--- src/verilog/asp_pkg.sv ---
package asp_pkg;
  // ==========================================================
  // register offsets (AXI4-Lite byte addresses)
  localparam logic [7:0] OFS_GPIO_CONFIG = 8'h00;
  localparam logic [7:0] OFS_ADC_MODE = 8'h04;
  localparam logic [7:0] OFS_STATUS = 8'h08;
  localparam logic [7:0] OFS_RESULT = 8'h0C;
  localparam logic [7:0] OFS_CTRL_WORD = 8'h10;
  localparam logic [7:0] OFS_COMM = 8'h14;
  // ==========================================================
  // field positions
  localparam int GPC_SYNC_EN = 0;
  localparam int GPC_MODE_LO = 1;
  localparam int GPC_ERR_LEVEL = 3;
  localparam int ST_EXT_FAULT = 0;
  localparam int ST_ERR_LO = 0;
  localparam int ST_ERR_HI = 3;
  localparam int ST_RESULT_READY = 4;
  localparam int ST_ALIGN_SEEN = 5;
  localparam int ADC_MODE_CLK_LO = 0;
  // ==========================================================
  // reset values
  localparam logic [31:0] RST_GPIO_CONFIG = 32'h0000_0000;
  localparam logic [31:0] RST_ADC_MODE = 32'h0000_0000;
  localparam logic [31:0] RST_COMM = 32'h0000_0000;
  // ==========================================================
  // sizes and codes
  localparam int DATA_W = 32;
  localparam int NUM_CTRL = 8;
  localparam int CTRL_AW = 3;
  localparam int FIFO_DEPTH = 16;
  localparam logic [1:0] AXI_OKAY = 2'h0;
  localparam logic [1:0] AXI_SLVERR = 2'h2;
  // link clock period 240 ns, result must leave ready a few cycles before update
  localparam int PRE_UPDATE_NS = 80;
  localparam int CLK_NS = 8;
  localparam int PRE_UPDATE_CYC = PRE_UPDATE_NS / CLK_NS;

  typedef enum logic [1:0] {
    ASP_PIN_FAULT_IN = 2'h0,
    ASP_PIN_FAULT_OUT = 2'h1,
    ASP_PIN_GP_OUT = 2'h2,
    ASP_PIN_RSVD = 2'h3
  } asp_pin_mode_e;

  typedef enum logic [1:0] {
    ASP_CLK_INT = 2'h0,
    ASP_CLK_INT_OUT = 2'h1,
    ASP_CLK_EXT = 2'h2,
    ASP_CLK_XTAL = 2'h3
  } asp_clk_src_e;

  // serial frame states, gray coded along idle->shift->done
  typedef enum logic [1:0] {
    ASP_IDLE = 2'h0,
    ASP_SHIFT = 2'h1,
    ASP_DONE = 2'h3
  } asp_state_e;

  typedef struct packed {
    logic o;
    logic oe;
  } asp_pin_drv_s;

  typedef struct packed {
    logic [CTRL_AW-1:0] addr;
    logic [DATA_W-1:0] data;
  } asp_word_s;
endpackage

--- src/verilog/asp_fifo.sv ---
`timescale 1ns/100ps
module asp_fifo #(
  parameter int WIDTH = 32,
  parameter int DEPTH = 16
) (
  input wire logic clk_sys,
  input wire logic rstn,
  input wire logic in_valid,
  output logic in_ready,
  input wire logic [WIDTH-1:0] in_data,
  output logic out_valid,
  input wire logic out_ready,
  output logic [WIDTH-1:0] out_data
);
  localparam int AW = $clog2(DEPTH);
  logic [WIDTH-1:0] mem [DEPTH];
  logic [AW-1:0] wr_ptr;
  logic [AW-1:0] rd_ptr;
  logic [AW:0] count;
  logic push;
  logic pop;

  assign in_ready = (count != (AW+1)'(DEPTH));
  assign out_valid = (count != '0);
  assign push = in_valid && in_ready;
  assign pop = out_valid && out_ready;
  assign out_data = mem[rd_ptr];

  always_ff @(posedge clk_sys) begin
    if (push) begin
      mem[wr_ptr] <= in_data;
    end
  end

  always_ff @(posedge clk_sys) begin
    if (!rstn) begin
      wr_ptr <= '0;
      rd_ptr <= '0;
      count <= '0;
    end else begin
      if (push) begin
        wr_ptr <= (wr_ptr == AW'(DEPTH - 1)) ? '0 : wr_ptr + 1'b1;
      end
      if (pop) begin
        rd_ptr <= (rd_ptr == AW'(DEPTH - 1)) ? '0 : rd_ptr + 1'b1;
      end
      count <= count + (AW+1)'(push) - (AW+1)'(pop);
    end
  end
endmodule

--- src/verilog/asp_serial_port.sv ---
`timescale 1ns/100ps
// How it works
// - Each outgoing bit changes on a falling serial clock edge so it is stable at the next rise.
// - With chip select high the output/ready pin is released (output enable low).
// - Selected and idle, the output/ready pin drives low once a result is completed.
// - An unread result returns the ready pin high shortly before the next result update.
// - Serial input is captured on every rising serial clock edge while a selected frame is shifting.
// - A shifted-in word goes to the control register chosen by the address field.
// - The output shift register loads the register being read and shifts it out.
// - Chip select is active low; tying it low gives three-wire operation.
// - The sync/fault pin is an input or an output as set in the pin configuration register.
// - With sync enabled the pin input realigns the filters and modulators.
// - In fault input mode a low pin sets the external fault flag.
// - In fault output mode the pin is an active-low open drain of the error bits.
// - In general-purpose output mode the pin drives the stored level with active pull-up.
// - Clock source choices include external clock on the clock pin and a crystal.
// - Four clock sources are chosen by the clock source field of the mode register.
module asp_serial_port
  import asp_pkg::*;
#(
  parameter int WORD_W = DATA_W
) (
  input wire logic clk_sys,
  input wire logic rstn,
  // AXI4-Lite slave
  input wire logic [7:0] s_axi_awaddr,
  input wire logic s_axi_awvalid,
  output logic s_axi_awready,
  input wire logic [31:0] s_axi_wdata,
  input wire logic [3:0] s_axi_wstrb,
  input wire logic s_axi_wvalid,
  output logic s_axi_wready,
  output logic [1:0] s_axi_bresp,
  output logic s_axi_bvalid,
  input wire logic s_axi_bready,
  input wire logic [7:0] s_axi_araddr,
  input wire logic s_axi_arvalid,
  output logic s_axi_arready,
  output logic [31:0] s_axi_rdata,
  output logic [1:0] s_axi_rresp,
  output logic s_axi_rvalid,
  input wire logic s_axi_rready,
  // conversion engine side
  input wire logic [WORD_W-1:0] result_data,
  input wire logic result_valid,
  output logic result_ready,
  input wire logic result_update_soon,
  input wire logic [3:0] error_bits,
  output logic filter_align_pulse,
  // serial pins
  input wire logic sclk,
  input wire logic chip_select_n,
  input wire logic serial_in,
  output logic serial_out_ready_o,
  output logic serial_out_ready_oe,
  // sync / fault pin
  input wire logic filter_align_fault_pin_i,
  output logic filter_align_fault_pin_o,
  output logic filter_align_fault_pin_oe,
  // clock source pins
  input wire logic xtal_clock_io_i,
  output logic xtal_clock_io_o,
  output logic xtal_clock_io_oe,
  input wire logic int_osc_clk,
  output logic crystal_amp_en,
  output logic [1:0] clock_source_sel
);
  import asp_pkg::*;

  // ==========================================================
  // pin synchronisers
  logic [1:0] sclk_sy, cs_sy, din_sy, pin_sy;
  // link clock idles high, so its synchroniser and edge history start high: no false edge
  always_ff @(posedge clk_sys) begin
    if (!rstn) begin
      sclk_sy <= 2'h3;
      cs_sy <= 2'h3;
      din_sy <= 2'h0;
      pin_sy <= 2'h3;
    end else begin
      sclk_sy <= {sclk_sy[0], sclk};
      cs_sy <= {cs_sy[0], chip_select_n};
      din_sy <= {din_sy[0], serial_in};
      pin_sy <= {pin_sy[0], filter_align_fault_pin_i};
    end
  end

  logic sclk_d, pin_d;
  always_ff @(posedge clk_sys) begin
    if (!rstn) begin
      sclk_d <= 1'b1;
      pin_d <= 1'b1;
    end else begin
      sclk_d <= sclk_sy[1];
      pin_d <= pin_sy[1];
    end
  end
  logic sclk_rise, sclk_fall, selected;
  assign sclk_rise = sclk_sy[1] && !sclk_d;
  assign sclk_fall = !sclk_sy[1] && sclk_d;
  assign selected = !cs_sy[1];

  // ==========================================================
  // registers
  logic [31:0] gpio_config_reg, adc_mode_reg, comm_reg;
  logic [WORD_W-1:0] ctrl_regs [NUM_CTRL];
  logic external_fault_flag, align_seen;
  logic [WORD_W-1:0] result_word;
  logic result_pending;

  asp_pin_mode_e pin_mode;
  logic sync_en;
  assign sync_en = gpio_config_reg[GPC_SYNC_EN];
  // reserved code falls back to fault input so one mode is always active
  assign pin_mode = (gpio_config_reg[GPC_MODE_LO +: 2] == ASP_PIN_RSVD) ? ASP_PIN_FAULT_IN :
                    asp_pin_mode_e'(gpio_config_reg[GPC_MODE_LO +: 2]);

  function automatic logic [31:0] status_word(input logic f, input logic [3:0] e,
                                              input logic r, input logic a);
    status_word = 32'h0;
    status_word[ST_ERR_HI:ST_ERR_LO] = e;
    status_word[ST_EXT_FAULT] = e[0] | f;
    status_word[ST_RESULT_READY] = r;
    status_word[ST_ALIGN_SEEN] = a;
  endfunction

  // ==========================================================
  // AXI4-Lite write path
  logic aw_hold, w_hold;
  logic [7:0] aw_addr;
  logic [31:0] w_data;
  logic [3:0] w_strb;
  logic wr_go, wr_hit;
  assign s_axi_awready = !aw_hold && !s_axi_bvalid;
  assign s_axi_wready = !w_hold && !s_axi_bvalid;
  assign wr_go = aw_hold && w_hold && !s_axi_bvalid;
  assign wr_hit = (aw_addr == OFS_GPIO_CONFIG) || (aw_addr == OFS_ADC_MODE) ||
                  (aw_addr == OFS_COMM);

  function automatic logic [31:0] merge(input logic [31:0] old, input logic [31:0] d,
                                        input logic [3:0] s);
    for (int i = 0; i < 4; i++) begin
      merge[i*8 +: 8] = s[i] ? d[i*8 +: 8] : old[i*8 +: 8];
    end
  endfunction

  always_ff @(posedge clk_sys) begin
    if (!rstn) begin
      aw_hold <= 1'b0;
      w_hold <= 1'b0;
      aw_addr <= 8'h00;
      w_data <= 32'h0;
      w_strb <= 4'h0;
      s_axi_bvalid <= 1'b0;
      s_axi_bresp <= AXI_OKAY;
    end else begin
      if (s_axi_awvalid && s_axi_awready) begin
        aw_hold <= 1'b1;
        aw_addr <= {s_axi_awaddr[7:2], 2'b00};
      end
      if (s_axi_wvalid && s_axi_wready) begin
        w_hold <= 1'b1;
        w_data <= s_axi_wdata;
        w_strb <= s_axi_wstrb;
      end
      if (wr_go) begin
        aw_hold <= 1'b0;
        w_hold <= 1'b0;
        s_axi_bvalid <= 1'b1;
        s_axi_bresp <= wr_hit ? AXI_OKAY : AXI_SLVERR;
      end else if (s_axi_bready) begin
        s_axi_bvalid <= 1'b0;
      end
    end
  end

  always_ff @(posedge clk_sys) begin
    if (!rstn) begin
      gpio_config_reg <= RST_GPIO_CONFIG;
      adc_mode_reg <= RST_ADC_MODE;
      comm_reg <= RST_COMM;
    end else if (wr_go) begin
      if (aw_addr == OFS_GPIO_CONFIG) gpio_config_reg <= merge(gpio_config_reg, w_data, w_strb);
      if (aw_addr == OFS_ADC_MODE) adc_mode_reg <= merge(adc_mode_reg, w_data, w_strb);
      if (aw_addr == OFS_COMM) comm_reg <= merge(comm_reg, w_data, w_strb);
    end
  end

  // ==========================================================
  // serial frame engine
  asp_state_e state;
  logic [WORD_W-1:0] in_shift, out_shift;
  logic [$clog2(WORD_W+1)-1:0] bit_cnt;
  logic word_in_done;
  logic [CTRL_AW-1:0] ra;
  assign ra = comm_reg[CTRL_AW-1:0];

  // read source: result word when pending, else the addressed control register
  logic [WORD_W-1:0] read_src;
  assign read_src = result_pending ? result_word : ctrl_regs[ra];

  always_ff @(posedge clk_sys) begin
    if (!rstn) begin
      state <= ASP_IDLE;
      in_shift <= '0;
      out_shift <= '0;
      bit_cnt <= '0;
      word_in_done <= 1'b0;
    end else begin
      word_in_done <= 1'b0;
      case (state)
        ASP_IDLE: begin
          if (selected && sclk_fall) begin
            out_shift <= read_src;
            bit_cnt <= '0;
            state <= ASP_SHIFT;
          end
        end
        ASP_SHIFT: begin
          if (!selected) begin
            state <= ASP_IDLE;
          end else begin
            if (sclk_rise) begin
              in_shift <= {in_shift[WORD_W-2:0], din_sy[1]};
              bit_cnt <= bit_cnt + 1'b1;
              if (bit_cnt == ($clog2(WORD_W+1))'(WORD_W - 1)) begin
                word_in_done <= 1'b1;
                state <= ASP_DONE;
              end
            end
            if (sclk_fall && bit_cnt != '0) begin
              out_shift <= {out_shift[WORD_W-2:0], 1'b0};
            end
          end
        end
        ASP_DONE: begin
          if (!selected) begin
            state <= ASP_IDLE;
          end else if (sclk_fall) begin
            // back-to-back frame: this fall already carries the next msb
            out_shift <= read_src;
            bit_cnt <= '0;
            state <= ASP_SHIFT;
          end
        end
        default: state <= ASP_IDLE;
      endcase
    end
  end

  // word goes to addressed control register
  always_ff @(posedge clk_sys) begin
    if (!rstn) begin
      for (int i = 0; i < NUM_CTRL; i++) ctrl_regs[i] <= '0;
    end else if (word_in_done) begin
      ctrl_regs[ra] <= in_shift;
    end
  end

  // ==========================================================
  // result buffering and ready indication
  logic fifo_valid;
  logic [WORD_W-1:0] fifo_data;
  logic take_result, read_done;
  assign read_done = word_in_done && result_pending;
  assign take_result = fifo_valid && !result_pending;

  asp_fifo #(.WIDTH(WORD_W), .DEPTH(FIFO_DEPTH)) u_fifo (
    .clk_sys(clk_sys),
    .rstn(rstn),
    .in_valid(result_valid),
    .in_ready(result_ready),
    .in_data(result_data),
    .out_valid(fifo_valid),
    .out_ready(take_result),
    .out_data(fifo_data)
  );

  logic rdy_level;
  always_ff @(posedge clk_sys) begin
    if (!rstn) begin
      result_pending <= 1'b0;
      result_word <= '0;
      rdy_level <= 1'b1;
    end else begin
      if (take_result) begin
        result_pending <= 1'b1;
        result_word <= fifo_data;
        rdy_level <= 1'b0;
      end else if (read_done) begin
        result_pending <= 1'b0;
        rdy_level <= 1'b1;
      end else if (result_update_soon && result_pending) begin
        // unread result: back high before the update
        rdy_level <= 1'b1;
      end
    end
  end

  // release pin when deselected; ready level when idle
  assign serial_out_ready_oe = selected;
  assign serial_out_ready_o = (state == ASP_SHIFT) ? out_shift[WORD_W-1] : rdy_level;

  // ==========================================================
  // sync / fault pin
  always_ff @(posedge clk_sys) begin
    if (!rstn) begin
      external_fault_flag <= 1'b0;
      align_seen <= 1'b0;
      filter_align_pulse <= 1'b0;
    end else begin
      // rising edge of the sync input realigns the filters
      filter_align_pulse <= sync_en && pin_sy[1] && !pin_d;
      if (sync_en && pin_sy[1] && !pin_d) align_seen <= 1'b1;
      // low level sets the fault flag; set wins over clear
      if (!sync_en && pin_mode == ASP_PIN_FAULT_IN && !pin_sy[1]) begin
        external_fault_flag <= 1'b1;
      end else if (wr_go && aw_addr == OFS_COMM) begin
        external_fault_flag <= 1'b0;
      end
    end
  end

  asp_pin_drv_s pin_drv;
  always_ff @(posedge clk_sys) begin
    if (!rstn) begin
      pin_drv <= '0;
    end else begin
      pin_drv <= '0;
      if (!sync_en) begin
        case (pin_mode)
          ASP_PIN_FAULT_OUT: pin_drv <= '{o: 1'b0, oe: |error_bits};
          ASP_PIN_GP_OUT: pin_drv <= '{o: gpio_config_reg[GPC_ERR_LEVEL], oe: 1'b1};
          default: pin_drv <= '0;
        endcase
      end
    end
  end
  assign filter_align_fault_pin_o = pin_drv.o;
  assign filter_align_fault_pin_oe = pin_drv.oe;

  // ==========================================================
  // master clock source
  // four sources
  assign clock_source_sel = adc_mode_reg[ADC_MODE_CLK_LO +: 2];
  // external clock and crystal use the clock pin as input
  assign crystal_amp_en = (clock_source_sel == ASP_CLK_XTAL);
  assign xtal_clock_io_oe = (clock_source_sel == ASP_CLK_INT_OUT);
  assign xtal_clock_io_o = int_osc_clk;

  // ==========================================================
  // AXI4-Lite read path
  logic [31:0] rd_mux;
  logic rd_hit;
  always_comb begin
    rd_hit = 1'b1;
    case ({s_axi_araddr[7:2], 2'b00})
      OFS_GPIO_CONFIG: rd_mux = gpio_config_reg;
      OFS_ADC_MODE: rd_mux = adc_mode_reg;
      OFS_STATUS: rd_mux = status_word(external_fault_flag, error_bits, result_pending,
                                       align_seen);
      OFS_RESULT: rd_mux = result_word;
      OFS_CTRL_WORD: rd_mux = ctrl_regs[ra];
      OFS_COMM: rd_mux = comm_reg;
      default: begin
        rd_mux = 32'h0;
        rd_hit = 1'b0;
      end
    endcase
  end
  assign s_axi_arready = !s_axi_rvalid;
  always_ff @(posedge clk_sys) begin
    if (!rstn) begin
      s_axi_rvalid <= 1'b0;
      s_axi_rdata <= 32'h0;
      s_axi_rresp <= AXI_OKAY;
    end else if (s_axi_arvalid && s_axi_arready) begin
      s_axi_rvalid <= 1'b1;
      s_axi_rdata <= rd_mux;
      s_axi_rresp <= rd_hit ? AXI_OKAY : AXI_SLVERR;
    end else if (s_axi_rready) begin
      s_axi_rvalid <= 1'b0;
    end
  end
endmodule
--- config.mk ---
export PLATFORM = sky130hd
export DESIGN_NAME = asp_serial_port
export DESIGN_NICKNAME = d
export VERILOG_FILES = /design/src/verilog/asp_pkg.sv /design/src/verilog/asp_fifo.sv /design/src/verilog/asp_serial_port.sv
export SDC_FILE = /design/constraint.sdc
export NUM_CORES = 2
export LEC_CHECK = 0
export BUFFER_PORTS_ARGS = -buffer_cell sky130_fd_sc_hd__buf_2
export CELL_PAD_IN_SITES_DETAIL_PLACEMENT = 0
export CELL_PAD_IN_SITES_GLOBAL_PLACEMENT = 1
export CORE_UTILIZATION = 35
export DETAILED_ROUTE_END_ITERATION = 7
export PLACE_DENSITY_LB_ADDON = 0.05
export SLEW_MARGIN = 20
export SYNTH_ARGS = -nofsm -noshare
export SYNTH_HDL_FRONTEND = slang
export SYNTH_SLANG_ARGS = --single-unit
--- constraint.sdc ---
create_clock -name clk_sys -period 10.7 [get_ports clk_sys]
set_input_delay 1.07 -clock clk_sys [delete_from_list [all_inputs] [get_ports clk_sys]]
set_output_delay 1.07 -clock clk_sys [all_outputs]
set_load 0.02 [all_outputs]
# [Yosys cells after proc, flatten, opt, wreduce, memory -nomap -nowiden]
# Memory sizes are Yosys's and may differ from the RTL's. A register that Yosys moved wholly into a read port is not among the register bits.
# Index checks and enable logic that the tools add are counted.
# Widths: inputs -> output; s select.
[totals] ff_bits=281 ram_bits=768 output_inout_bits=52 elab_cells=203 mem_count=2
[op_classes] addsub=5 eq_ne=27 n_mux=52 bitwise=5 n_reduce_logical=69
[mem_list] name="u_fifo.mem" words=16 word_bits=32 read_ports=1 rd_ports_with_merged_regs=1 write_ports=1 line="asp_fifo.sv:16" source="logic [WIDTH-1:0] mem [DEPTH];"
[mem_list] name="ctrl_regs" words=8 word_bits=32 read_ports=1 rd_ports_with_merged_regs=1 write_ports=8 line="asp_serial_port.sv:106" source="logic [WORD_W-1:0] ctrl_regs [NUM_CTRL];"
[ops] operator="$mux 32" count=7
[ops] operator="$pmux 32 s6" count=1
[ops] operator="$pmux 32 s3" count=1
[ops] operator="$reduce_and 3->1" count=13
[ops] operator="$reduce_or 32->1" count=1
[ops] operator="$mux 6" count=5
[ops] operator="$logic_and 1x1->1" count=21
[ops] operator="$mux 1" count=21
[ops] operator="$eq 6x3->1 const B" count=3
[ops] operator="$mux 2" count=9
[ops] operator="$pmux 6 s3" count=1
[ops] operator="$eq 6x1->1 const B" count=2
[ops] operator="$eq 6x2->1 const B" count=2
[ops] operator="$logic_not 1->1" count=12
[ops] operator="$ne 2x2->1 const B" count=6
[ops] operator="$reduce_and 6->1" count=2
[ops] operator="$mux 3" count=3
[ops] operator="$ne 3x3->1 const B" count=3
[ops] operator="$add 4x1->4 const B" count=2
[ops] operator="$eq 2x2->1 const B" count=4
[ops] operator="$eq 4x4->1 const B" count=2
[ops] operator="$logic_not 8->1" count=1
[ops] operator="$mux 4" count=2
[ops] operator="$reduce_bool 2->1" count=4
[ops] operator="other kinds (20)" count=30

# [Logic depth before layout (Yosys ltp)]
[depth] depth_word=6 depth_mapped=12 ltp_nobuf=12

# [Hierarchy]
# A second synthesis with hierarchy kept.
[unflattened] cells_unflattened=2981 hier_area_um2=43997.2
[by_module_without_submodules] module="asp_serial_port" instances=1 cells_per_inst=2089 area_per_inst_um2=23949.2
[by_module_without_submodules] module="asp_fifo" instances=1 cells_per_inst=892 area_per_inst_um2=20048.0

# [Least setup slack after synthesis]
# No wires, ideal clock.
[synth_timing] path_kind="input-to-reg" from="input port rstn" to="memory ctrl_regs[1][0] (netlist bit), enable pin" setup_ns=0.466 arrival_time_ns=3.857 required_time_ns=10.234 path_slack_ns=6.378 cell_stages=4 path_cell_list="inv_1 > or3_1 > clkbuf_1 > o21ai_0"
[synth_lines] element="from (decl)" line="asp_serial_port.sv:24" source="input wire logic rstn,"
[synth_lines] element="to (decl)" line="asp_serial_port.sv:106"

# [Final worst setup path]
[layout_timing] from="register state[1]" to="output port serial_out_ready_o"
[layout_via] elab_chain_cells=2
[layout_lines] element="from (decl)" line="asp_serial_port.sv:191" source="asp_state_e state;"
[layout_lines] element="from (signal assigned)" line="asp_serial_port.sv:204" source="state <= ASP_IDLE;"
[layout_lines] element="from (signal assigned)" line="asp_serial_port.sv:216" source="state <= ASP_SHIFT;"
[layout_lines] element="from (signal assigned)" line="asp_serial_port.sv:221" source="state <= ASP_IDLE;"
[layout_lines] element="$eq 2x1->1" line="asp_serial_port.sv:302" source="assign serial_out_ready_o = (state == ASP_SHIFT) ? out_shift[WORD_W-1] : rdy_level;"
[layout_lines] element="$mux 1" line="asp_serial_port.sv:302"
[layout_lines] element="to (decl)" line="asp_serial_port.sv:54" source="output logic serial_out_ready_o,"
# No other way between the ends.

==> impl_metrics.csv <==
group,metric,value,unit
timing,min_period,3.708,ns
logic_synthesis,synthCells,3051,
logic_synthesis,synth.distinct_cells,64,
layout,drive_gt1_frac,0.1768,
cts,cts.clk_slew.worst_paths,0.06,ns
worst_hold_path,hold_path_startpoint,"cs_sy[0]$_SDFF_PN1_",
layout,regArea,29360,um^2
logic_synthesis,synth.ff_latch_count,1082,
critical_path,crit_chain,"inv_1 -> ha_1 -> mux2_2 -> buf_2",
logic_synthesis,synth_top_area_frac,0.5260,
floorplanning,num_rows,129,
worst_hold_path,hold_end,"cs_sy[1]$_SDFF_PN1_",
logic_synthesis,async_reset_ff_frac,0,
cts,holdBufCountCts,0,
layout,fin_nets,3300,
critical_path,crit_arrival,2.64,ns
cts,cts_setup_buffers,0,
logic_synthesis,yosysWarnings,0,
cts,post_cts_resized,0,
power_and_ir_drop,switching_share,0.2706,
critical_path,worstSetupPathType,"flop to output port",
power_and_ir_drop,powerDensity,207.6,nW/um^2
cts,cts_max_path_buffers,3,
floorplanning,io-pin-count,155,
grt,gr-total-overflow,0,
power_and_ir_drop,peakVddDrop,137.8,uV
cts,h-tree-depth,3,
layout,final_common_cell,"edfxtp_1",
run,maxCapViolations,0,
power_and_ir_drop,p_switching,2.839,mW
layout,multiInputGateArea,13860,um^2
grt,grt_usage,0.2078,
timing,relSlewSlack,0.3547,
cts,insertion_delay,0.74,ns
drt,drcViolationCount,20,
logic_synthesis,synth-edff-count,768,
logic_synthesis,synth_top_area_cell,"edfxtp_1",
critical_path,cp-start-kind,"flop",
placement,place_inst,4695,
floorplanning,die_x,355.9,um
layout,largest-register,"u_fifo.mem",
placement,dpl.hpwl,77750,um
timing,timing.fmax,0.2697,GHz
critical_path,r2r_end,"out_shift[14]$_SDFFE_PN0P_",
timing,tns,0,ns
timing,fin_worst_skew,0.04040,ns
layout,syn_to_final_growth,15.25,%
layout,final_cell_mix,"768 x edfxtp_1, 310 x dfxtp_1, 292 x nand2_1, 291 x and2_1, 290 x mux2i_1",
timing,hold_viol,0,
critical_path,critPathBufInv,2,
drt,wl_per_cell,26.73,um
worst_hold_path,hp-class,"flop to flop",
critical_path,worstRegToRegCells,6,
critical_path,cp-end-kind,"output port",
logic_synthesis,synth.area.top_cells,"edfxtp_1 53%, dfxtp_1 14%, mux4_2 6.9%",
outcome,status,"complete, but fails checks",
drt,routed_wl,131500,um
power_and_ir_drop,internal_power,7.652,mW
power_and_ir_drop,clockPowerShare,0.389,
power_and_ir_drop,pwr-share-comb,0.129,
critical_path,cpMaxStageDelayCell,"ha_1",
critical_path,critPathRequiredTime,9.63,ns
placement,io_buffers,145,
timing,slew_violations,0,
layout,final_area,50530,um^2
cts,ctsRootBufferMaster,"clkbuf_16",
floorplanning,coreArea,124000,um^2
drt,vias_per_cell,5.291,
floorplanning,initial_core_util,0.3537,
cts,cts_sinks,1082,
critical_path,r2r_setup_slack,7.04,ns
critical_path,crit_family,"adder cells",
critical_path,cp_slowest_stage_delay,0.77,ns
layout,fill_cells,11515,
logic_synthesis,seq_area_frac_synth,0.6694,
outcome,violations,"DRC",
drt,ant_nets,0,
timing,worst_pin_slew,0.9680,ns
timing,rsz0062_at_grt,"false",
layout,largest_reg_flops,512,
timing,finalCritPeriodShare,0.3465,
logic_synthesis,netlist_area,43840,um^2
placement,gp_congestion,0.7679,
grt,antenna_found_initial,10,
drt,vias,26028,
grt,grt_pass1_vias,26989,
layout,finalNonFillerCells,4919,
cts,cts_tree,"done",
worst_hold_path,hold_path_depth,1,
logic_synthesis,synth.avg_cell_area,14.37,um^2
logic_synthesis,synthFlopType,"edfxtp_1",
timing,finalSetupViolCount,0,
placement,place_area,46590,um^2
drt,drtIter0Drc,1711,
grt,grt_pass1_wl,189700,um
power_and_ir_drop,power_frac_seq,0.482,
timing,holdWs,0.4072,ns
floorplanning,die_area,126700,um^2
cts,numCtsBuffers,118,
power_and_ir_drop,leakage,17.08,nW
critical_path,worstPathMaxFanout,16,
layout,top_regs,"u_fifo.mem x512, ctrl_regs x256",
floorplanning,die_h,355.9,um
drt,drt_pass1_iterations,8,
grt,grt_start_max_net_pins,85,
[power by group through the flow]
| stage | clock, mW | sequential (mW) | combinational (mW) |
|---|---|---|---|
| after floorplan | 0 | 4.85 | 1.03 |
| after global placement | 0 | 5.15 | 1.37 |
| after detailed placement | 0 | 5.15 | 1.39 |
| after CTS | 4.19 | 5.07 | 1.39 |
| after global routing | 4.34 | 5.08 | 1.49 |
| final | 4.08 | 5.05 | 1.35 |
[stage by stage]
step	setup slack, ns	util	power, mW
after global routing	6.766	0.4076	10.90
after global placement	6.680	0.3758	6.512
final	6.992	0.4076	10.49
after detailed placement	6.667	0.3758	6.543
after floorplan	6.378	-	5.880
after CTS	6.871	0.4076	10.64
[worst reg2reg max path, cell delays in order (launching register included)]
cell and delay (ns):
dfxtp_4 0.74, buf_4 0.81, buf_4 0.86, mux2i_1 0.20
a22oi_1 0.39, nand3_1 0.23, a311oi_1 0.32
[synth_stat cells (3+ instances only)]
library cell,instances
o21ai_0,99
inv_1,21
a21o_1,3
xor2_1,3
a221oi_1,26
mux2i_1,290
a311oi_1,33
ha_1,18
nand4bb_1,3
nand2_2,4
a22oi_1,66
edfxtp_1,768
o211ai_1,3
nand2b_1,25
a41oi_1,3
o21ai_1,3
or3_1,3
o2111ai_1,3
o2bb2ai_1,27
a221o_1,3
nand2_1,293
a32o_1,3
mux4_2,135
nor2b_1,6
clkbuf_1,132
nor3_1,44
buf_1,26
dfxtp_1,314
nor4_1,6
nor2_1,83
and2_1,290
buf_2,37
or4_1,3
nand3_1,70
nand3b_1,3
a222oi_1,32
a21oi_1,120
and3b_1,3
buf_4,11
[cell type report]
| cell class | instances | area share |
|---|---|---|
| Clock buffer | 175 | 0.06725 |
| Inverter | 22 | 0.001733 |
| Multi-Input combinational cell | 1742 | 0.2742 |
| Antenna cell | 2 | 0.00009905 |
| Clock inverter | 47 | 0.01060 |
| Tap cell | 1637 | 0.04054 |
| Timing Repair Buffer | 212 | 0.02444 |
| Sequential cell | 1082 | 0.5811 |
[routing by layer]
layer	global-route usage	vias to the layer above	share of wire
li1	-	11832	-
met1	0.2608	13472	0.42
met2	0.3685	528	0.51
met3	0.03001	188	0.037
met4	0.06240	8	0.030
met5	0	-	0.00040
[how the worst max path moves through the flow]
stage                                        startpoint                              to  slack (ns)  depth (start not counted)
after floorplan                                    rstn   ctrl_regs[1][0]$_SDFFCE_PN0P_        6.38                          4
after CTS                                          flop    s_axi_rdata[22]$_SDFFE_PN0P_        6.87                          6
after detailed placement                           rstn  ctrl_regs[0][21]$_SDFFCE_PN0P_        6.67                          7
final                             state[1]$_SDFFE_PN0P_              serial_out_ready_o        6.99                          4
after global placement                             rstn  ctrl_regs[0][14]$_SDFFCE_PN0P_        6.68                          7
after global routing      u_fifo.rd_ptr[1]$_SDFFE_PN0P_    result_word[27]$_SDFFE_PN0P_        6.77                          5
[cells by family after synthesis]
logic type               Yosys count  synth area share
buffers and inverters            228           0.02152
XOR/XNOR                           5         0.0009990
other                              1        0.00008553
multiplexers                     427            0.1361
adder cells (fa/ha/maj)           19          0.005594
AO/OA/AOI/OAI                    435           0.06672
AND/OR/NAND/NOR                  854           0.09960
flip-flops                      1082            0.6694
(Power assumes the default switching activity.)
